File: src/core/seg_latch_pkg.sv
package seg_latch_pkg;

  // ==========================================================
  // device variants
  typedef enum logic [1:0] {
    VAR_SEG40,
    VAR_SEG64,
    VAR_SEG32
  } variant_t;

  // ==========================================================
  // word framing
  localparam int WORD_LEN_SHORT = 22;
  localparam int WORD_LEN_LONG = 34;
  localparam int SEG_COUNT_40 = 40;
  localparam int SEG_COUNT_64 = 64;
  localparam int SEG_COUNT_32 = 32;
  localparam int PINS_SHORT = 20;
  localparam int PINS_LONG = 32;
  localparam int SEG_PINS_MAX = 32;
  localparam int WORD_MAX = 34;
  localparam int CNT_W = 6;
  localparam logic [CNT_W-1:0] CNT_RESET = 6'h00;
  localparam logic [CNT_W-1:0] CNT_SAT = 6'h3f;

  // ==========================================================
  // backplane timing (internal oscillator model)
  localparam int CLK_SYS_HZ = 40_000_000;
  localparam int BP_HALF_PERIOD_US = 4000;
  localparam int BP_HALF_CYCLES =
    (CLK_SYS_HZ / 1_000_000) * BP_HALF_PERIOD_US;
  localparam int DIV_W = 20;

  // ==========================================================
  // receiver states
  typedef enum logic [0:0] {
    RX_WAIT,
    RX_SHIFT
  } rx_state_t;

  // two-flop synchroniser stages for the pins
  typedef struct packed {
    logic burst_clock;
    logic data;
    logic enable;
    logic osc_gnd;
    logic bp_ext;
  } pin_sample_t;

  typedef struct packed {
    pin_sample_t meta;
    pin_sample_t sync;
    pin_sample_t prev;
    rx_state_t rx;
    logic [WORD_MAX-1:0] shift;
    logic [CNT_W-1:0] count;
    logic framing_err;
    logic [SEG_PINS_MAX-1:0] bank_a;
    logic [SEG_PINS_MAX-1:0] bank_b;
    logic [DIV_W-1:0] div;
    logic phase;
    logic [SEG_PINS_MAX-1:0] segment_out;
    logic bp_first;
    logic bp_second;
    logic bp_single;
    logic bp_drive;
  } state_t;

  localparam state_t STATE_RESET = '0;

endpackage : seg_latch_pkg

File: src/core/lcd_serial_latch_loader.sv
`timescale 1ns/1ps
`default_nettype none

module lcd_serial_latch_loader
  import seg_latch_pkg::*;
#(
  parameter variant_t VARIANT = VAR_SEG40,
  parameter int BP_HALF = BP_HALF_CYCLES
) (
  input wire logic clk_sys,
  input wire logic reset,
  input wire logic burst_clock_in,
  input wire logic data_in,
  input wire logic data_line_enable,
  input wire logic osc_grounded,
  input wire logic backplane_first_in,
  output logic backplane_first_out,
  output logic backplane_first_oe,
  input wire logic backplane_second_in,
  output logic backplane_second_out,
  output logic backplane_second_oe,
  input wire logic backplane_single_in,
  output logic backplane_single_out,
  output logic backplane_single_oe,
  output logic [SEG_PINS_MAX-1:0] segment_out
);

  // ==========================================================
  // variant constants
  localparam bit SHORT_WORD = (VARIANT == VAR_SEG40);
  localparam bit ONE_BP = (VARIANT == VAR_SEG32);
  localparam int WORD_LEN = SHORT_WORD ? WORD_LEN_SHORT : WORD_LEN_LONG;
  localparam int SEG_PINS = SHORT_WORD ? PINS_SHORT : PINS_LONG;
  localparam int SEL_BIT = WORD_LEN - 1;
  localparam logic [CNT_W-1:0] CNT_FULL = CNT_W'(WORD_LEN);
  localparam logic [DIV_W-1:0] DIV_LAST = DIV_W'(BP_HALF - 1);

  state_t r;
  state_t next_r;

  logic burst_rise;
  logic burst_high;
  logic load_cond;
  logic word_ok;
  logic bp_level;
  logic [SEG_PINS_MAX-1:0] shown;
  logic [SEG_PINS_MAX-1:0] word_segs;

  // ==========================================================
  // next-state logic
  always_comb begin
    next_r = r;

    // pins pass two flops before anything reads them
    next_r.meta.burst_clock = burst_clock_in;
    next_r.meta.data = data_in;
    next_r.meta.enable = data_line_enable;
    next_r.meta.osc_gnd = osc_grounded;
    next_r.meta.bp_ext = ONE_BP ? backplane_single_in : backplane_first_in;
    next_r.sync = r.meta;
    next_r.prev = r.sync;

    burst_rise = r.sync.burst_clock && !r.prev.burst_clock;
    burst_high = r.sync.burst_clock && r.prev.burst_clock;
    load_cond = burst_rise && !r.sync.enable;

    // segment field sits in bits 1..SEG_PINS, bit 0 is the leading zero
    word_segs = '0;
    for (int i = 0; i < SEG_PINS; i++) begin
      word_segs[i] = r.shift[i + 1];
    end

    word_ok = !r.framing_err && (r.count == CNT_FULL);

    unique case (r.rx)
      RX_WAIT: begin
        // a rising enable always starts clean; no recovery step needed
        if (r.sync.enable && !r.prev.enable) begin
          next_r.rx = RX_SHIFT;
          next_r.count = CNT_RESET;
          next_r.framing_err = 1'b0;
          next_r.shift = '0;
        end
      end
      RX_SHIFT: begin
        if (burst_rise && r.sync.enable) begin
          if (r.count < CNT_W'(WORD_MAX)) begin
            next_r.shift[r.count] = r.sync.data;
          end
          if (r.count == CNT_RESET && r.sync.data) begin
            next_r.framing_err = 1'b1;
          end
          if (r.count != CNT_SAT) begin
            next_r.count = r.count + 6'h01;
          end
        end
        // data and enable must stay put while the burst clock is high
        if (burst_high && ((r.sync.data != r.prev.data) ||
                         (r.sync.enable != r.prev.enable))) begin
          next_r.framing_err = 1'b1;
        end
        if (load_cond) begin
          // the load pulse is pulse WORD_LEN+1 of the burst
          if (word_ok) begin
            if (ONE_BP) begin
              if (r.shift[SEL_BIT]) begin
                next_r.bank_a = word_segs;
              end
            end else if (r.shift[SEL_BIT]) begin
              next_r.bank_a = word_segs;
            end else begin
              next_r.bank_b = word_segs;
            end
          end
          next_r.rx = RX_WAIT;
        end else if (r.sync.enable && !r.prev.enable) begin
          // enable re-raised without a load: restart the word
          next_r.count = CNT_RESET;
          next_r.framing_err = 1'b0;
          next_r.shift = '0;
        end
      end
    endcase

    // internal oscillator model: fixed half-period divider
    if (r.div == DIV_LAST) begin
      next_r.div = '0;
      next_r.phase = !r.phase;
    end else begin
      next_r.div = r.div + 20'h00001;
    end

    // slave mode follows the master's backplane level instead
    next_r.bp_drive = !r.sync.osc_gnd;
    bp_level = r.sync.osc_gnd ? r.sync.bp_ext : r.phase;

    next_r.bp_first = bp_level;
    next_r.bp_second = !bp_level;
    next_r.bp_single = bp_level;

    // an on segment is driven out of phase with its backplane
    if (ONE_BP) begin
      shown = r.bank_a;
    end else begin
      shown = bp_level ? r.bank_a : r.bank_b;
    end
    for (int i = 0; i < SEG_PINS_MAX; i++) begin
      if (i < SEG_PINS) begin
        next_r.segment_out[i] = shown[i] ? !bp_level : bp_level;
      end else begin
        next_r.segment_out[i] = 1'b0;
      end
    end
  end

  // ==========================================================
  // state register; reset is the power-on clear
  always_ff @(posedge clk_sys) begin
    if (reset) begin
      r <= STATE_RESET;
    end else begin
      r <= next_r;
    end
  end

  // ==========================================================
  // pins
  // the single-backplane part only ever drives its single backplane,
  // so it cannot master the two-backplane parts
  assign backplane_single_out = ONE_BP ? r.bp_single : 1'b0;
  assign backplane_single_oe = ONE_BP && r.bp_drive;
  assign backplane_first_out = ONE_BP ? 1'b0 : r.bp_first;
  assign backplane_first_oe = !ONE_BP && r.bp_drive;
  assign backplane_second_out = ONE_BP ? 1'b0 : r.bp_second;
  assign backplane_second_oe = !ONE_BP && r.bp_drive;
  assign segment_out = r.segment_out;

endmodule : lcd_serial_latch_loader

`default_nettype wire

File: config.mk
export PLATFORM = sky130hd
export DESIGN_NAME = lcd_serial_latch_loader
export DESIGN_NICKNAME = d
export VERILOG_FILES = /design/src/core/seg_latch_pkg.sv /design/src/core/lcd_serial_latch_loader.sv
export SDC_FILE = /design/constraint.sdc
export NUM_CORES = 1
export LEC_CHECK = 0
export BUFFER_PORTS_ARGS = -buffer_cell sky130_fd_sc_hd__buf_4
export CAP_MARGIN = 20
export CORE_MARGIN = 2
export CORE_UTILIZATION = 41
export DETAILED_ROUTE_END_ITERATION = 7
export PLACE_DENSITY = 0.72
export SYNTH_ARGS = -nofsm -noshare
export SYNTH_HDL_FRONTEND = slang
export SYNTH_SLANG_ARGS = --single-unit
File: constraint.sdc
create_clock -name clk_sys -period 1.6 [get_ports clk_sys]
set_input_delay 0.24 -clock clk_sys [delete_from_list [all_inputs] [get_ports clk_sys]]
set_output_delay 0.24 -clock clk_sys [all_outputs]
set_load 0.005 [all_outputs]
======== Word level (Yosys, flattened, before mapping) ========
Cells that the tools add are included.
cells by class
  add/sub/neg operators ................... 2
  order comparisons ....................... 3
  equality and inequality tests ........... 6
  multiplexer cells ....................... 35
  bitwise logic cells ..................... 2
  reductions and logical operators ........ 21
operators with widths
  operator                 count
  $mux W41                 3
  $pmux W42 S2             1
  $mux W42                 1
  $bwmux W34               1
  $mux W34                 1
  $mux W1                  25
  $add A20 B1 Y20 const B  1
  $eq A20 B18 Y1 const B   1
  $mux W20                 1
  $logic_and A1 B1 Y1      9
  $reduce_and A4 Y1        2
  $logic_not A1 Y1         7
  $lt A6 B7 Y1 const B     1
  $add A6 B1 Y6 const B    1
  $demux W1 S6             1
  $eq A6 B5 Y1 const B     1
  $ge A6 B1 Y1 const B     1
  $logic_not A6 Y1         1
  $lt A6 B6 Y1 const B     1
  $mux W6                  1
  $ne A6 B6 Y1 const B     1
  $ne A1 B1 Y1             2
  $ne A2 B2 Y1 const B     1
  $not A1 Y1               2
  2 further kinds          2
word-level totals
  register bits after elaboration ......... 151
  output and inout bits ................... 38

======== Depth between registers and ports, before layout ========
  word-level depth ........................ 11
  depth in mapped cells ................... 8
  gate-level depth less buffers ........... 6

======== Least setup slack after synthesis ========
No wires, ideal clock.
  path kind ............................... reg-to-reg
  start point ............................. reg r[37] (netlist bit)
  end point ............................... reg r[51] (netlist bit)
  setup time .............................. 0.115 ns
  arrival time ............................ 1.623 ns
  data required time ...................... 1.485 ns
  slack ................................... -0.138 ns
  stages on the path, launching flop included .. 8
  path buffers ............................ 2
  path through ............................ dfxtp_1 ha_1 nand3_1 nor4_1 a21o_1 buf_4 buf_6 nor2_1
on the way
  word-level cells in the longest chain between the ends .. 2
  elaborated cells between the ends (all ways) .. 3
ends and longest elaborated chain
  item                                                                     line                            RTL
  start, declared                                                          lcd_serial_latch_loader.sv:38   state_t r;
  start signal, assigned                                                   lcd_serial_latch_loader.sv:162  r <= next_r;
  parallel branches: the longest is 2 deep, another holds $add A20 B1 Y20  --
Parallel ways; which one is timed is not known.
A chain may end at the register's enable or synchronous reset.

======== Worst setup path after layout ========
  start point ............................. reg r[122] (netlist bit)
  end point ............................... reg r[67] (netlist bit)
on the way
  word-level cells in the longest chain between the ends .. 3
ends and longest elaborated chain
  item                         line                           RTL
  $eq A6 B5 Y1                 lcd_serial_latch_loader.sv:73  word_ok = !r.framing_err && (r.count == CNT_FULL);
  $logic_and A1 B1 Y1          lcd_serial_latch_loader.sv:73
  $reduce_and A4 Y1 (no line)  --
Every way passes these cells.

==> run summary <==
Status - finished, violations left
Violated checks - setup timing
P_int - 5.93 mW
Vias - 4007
H-tree depth - 4
Initial core utilization - 0.423
Net Switching - 1.42 mW
Synth top area share - 0.493
TritonCTS Buffers - 17
Routed WL - 11300 um
Critical-path maximum fanout - 5
Hold depth - 2
Fraction of registers with async set/reset - 0
Detailed placer's ending HPWL - 7090 um
DRT iter0 DRCs - 222
Detail Route Antenna Nets - 0
Residual DRC - 0
Part of the power in combinational logic - 0.028
Worst setup margin - -24.3 ps
Post-synth top flop - dfxtp_1
Cell Area, Synth - 5120 um^2
Critical path capture point type - register
FF+latch area - 2550 um^2
CP max stage cell - dfxtp_4
Port bufs - 30
Num rows - 40
Pleak - 2.63 nW
Initial antenna violation count - 0
Hold Buf Count CTS - 0
Final GP Congestion - 0.856
Cell taking the most area after synthesis - dfxtp_1
Area growth syn-to-layout - 28.1%
Final setup violating endpoints - 3
MaxCap Viol Count - 0
Die height - 116 um
CTS tree - done
Ports - 47
Clk_lat worst skew - 420 ps
Fill count - 1033
Area of the multi-input gates - 2340 um^2
EDFF count, synth - 0
WP buf/inv - 2
Max incr delay on CP - 360 ps
Commonest cells in the netlist - dfxtp_1, nor2_1, mux2i_1
Number of global-route vias before repair - 3891
Most common cell in the netlist - dfxtp_1
Tot GR Track Use - 0.170
Clk slew on worst S/H paths - 50 ps
Setup TNS - -35.4 ps
# clock sinks - 126
Max-slew violations - 0
Ranking of synthesized cells by area - dfxtp_1, mux2i_1, buf_4
Sw frac - 0.193
Share of layout cells above drive strength 1 - 0.275
Crit-path cells - inv_4 > ha_4 > and4b_1 > and4b_2 > buf_6 > mux2i_2 > nor2_1
DRT Pass-1 Iters - 5
Yosys synthesis warning count - 0
CP delay by family, top - simple AND/OR/NAND/NOR gates
Area after DPL - 5630 um^2
Final Hold Vio Count - 0
Ant diodes - 0
Final instance area - 6560 um^2
Total gr overflow - 0
Largest net degree at the start of global routing - 27
Worst Hold Class - in2reg
WS Path Type - reg2reg
Die W - 116 um
Core Box Area - 12100 um^2
Tmin final - 1620 ps
Mean post-synth cell area - 9.52 um^2
First-pass GRT wire length - 17900 um
Yosys cell types - 54
Total power - 7.35 mW
Count of state elements after synthesis - 126
Die area - 13400 um^2
Flop pwr share - 0.432
NumNets Final - 607
Sequential area share after synthesis - 0.493
Cell Pwr Density - 1120 nW/um^2
Clk pwr share - 0.540
Max VDD drop - 0.757 mV
Root buf cell - clkbuf_16
Vias per cell - 5.19
Drt wl/cell - 14.6 um
CTS Buffer Depth - 2
CP required - 1900 ps
Arrival time worst endpoint - 1920 ps
Layout Skew - 6.65 ps
Fmax - 0.616 GHz
Worst setup SP type - register
RSZ-0062 raised after global routing - yes
CP Depth - 7
Reg2reg path depth - 7
Syn Inst Count - 538
Final period util - 1.02
==> routing by layer <==
layer,vias to the layer above,GRT usage,part of all wire
li1,1939,-,-
met1,1942,0.191,0.42
met2,107,0.299,0.51
met3,19,0.0575,0.047
met4,0,0.0667,0.018
met5,-,0,0
==> power groups by stage <==
stage / Sequential (mW) / Clock, mW / Combinational [mW]
detailed placement: 3.25 / 0 / 0.180
floorplan: 3.25 / 0 / 0.135
global placement: 3.25 / 0 / 0.176
global route: 3.18 / 4.17 / 0.228
finish: 3.18 / 3.97 / 0.206
CTS: 3.18 / 4.03 / 0.182
==> cell usage in the layout (no fill, tap or decap), types with 14 or more instances in the layout <==
master and count:
dfxtp_1 111, clkbuf_16 21, nand3_1 15, nor2_1 65
nor2b_1 15, conb_1 14, mux2i_1 40, buf_4 74
o21ai_0 33, nand2_1 37
==> final timing paths <==
path                       endpoint  slack (ps)              startpoint
min reg2reg  next_r[167]$_SDFF_PP0_         430  next_r[172]$_SDFF_PP0_
min          next_r[172]$_SDFF_PP0_          40          burst_clock_in
max              r[67]$_SDFFE_PP0P_         -20     r[122]$_SDFFE_PP0P_
max reg2reg      r[67]$_SDFFE_PP0P_         -20     r[122]$_SDFFE_PP0P_
==> registers in the layout, indices dropped and copies added, names as in the netlist <==
signal / cells
segment_out: 20
backplane_second_out: 1
backplane_first_oe: 1
r: 93
backplane_first_out: 1
next_r: 10
==> area by class of cell <==
| class | count | share of cell area |
|---|---|---|
| multi-input cells | 350 | 0.357 |
| clock inverters | 5 | 0.0156 |
| flip-flops and latches | 126 | 0.390 |
| well taps | 168 | 0.0321 |
| repair buffers | 87 | 0.121 |
| inverters | 11 | 0.00668 |
| clock buffers | 25 | 0.0786 |
==> per-stage QoR <==
step	utilization	setup WS, ps	hold slack [ps]	cells
2_1_floorplan	-	-64.3	345	551
3_3_place_gp	0.465	10.5	420	732
3_5_place_dp	0.465	-62.6	422	732
4_1_cts	0.521	-10.2	18.9	763
5_1_grt	0.541	-108	19.0	772
6_report	0.541	-24.3	35.8	772
==> kinds of logic (layout without fill, tap and decap cells) <==
kind of cell    Yosys count  count (layout)  share of synthesized area
mux                      43              43                     0.0843
fa+ha+maj                 5               5                     0.0122
flops                   126             126                      0.493
compound gates           73              73                     0.0914
other cells               1              14                   0.000732
buf+inv                  75             128                     0.0843
xor+xnor                 16              16                     0.0274
simple gates            199             199                      0.207
==> what timing repair did <==
item                       CTS  global route
pin swaps                    4            13
cloned                       1             5
gates resized for setup     16            34
setup buffers                0             4
setup endpoints to repair   41            76
Note: power is estimated with default switching activity, not from simulation.
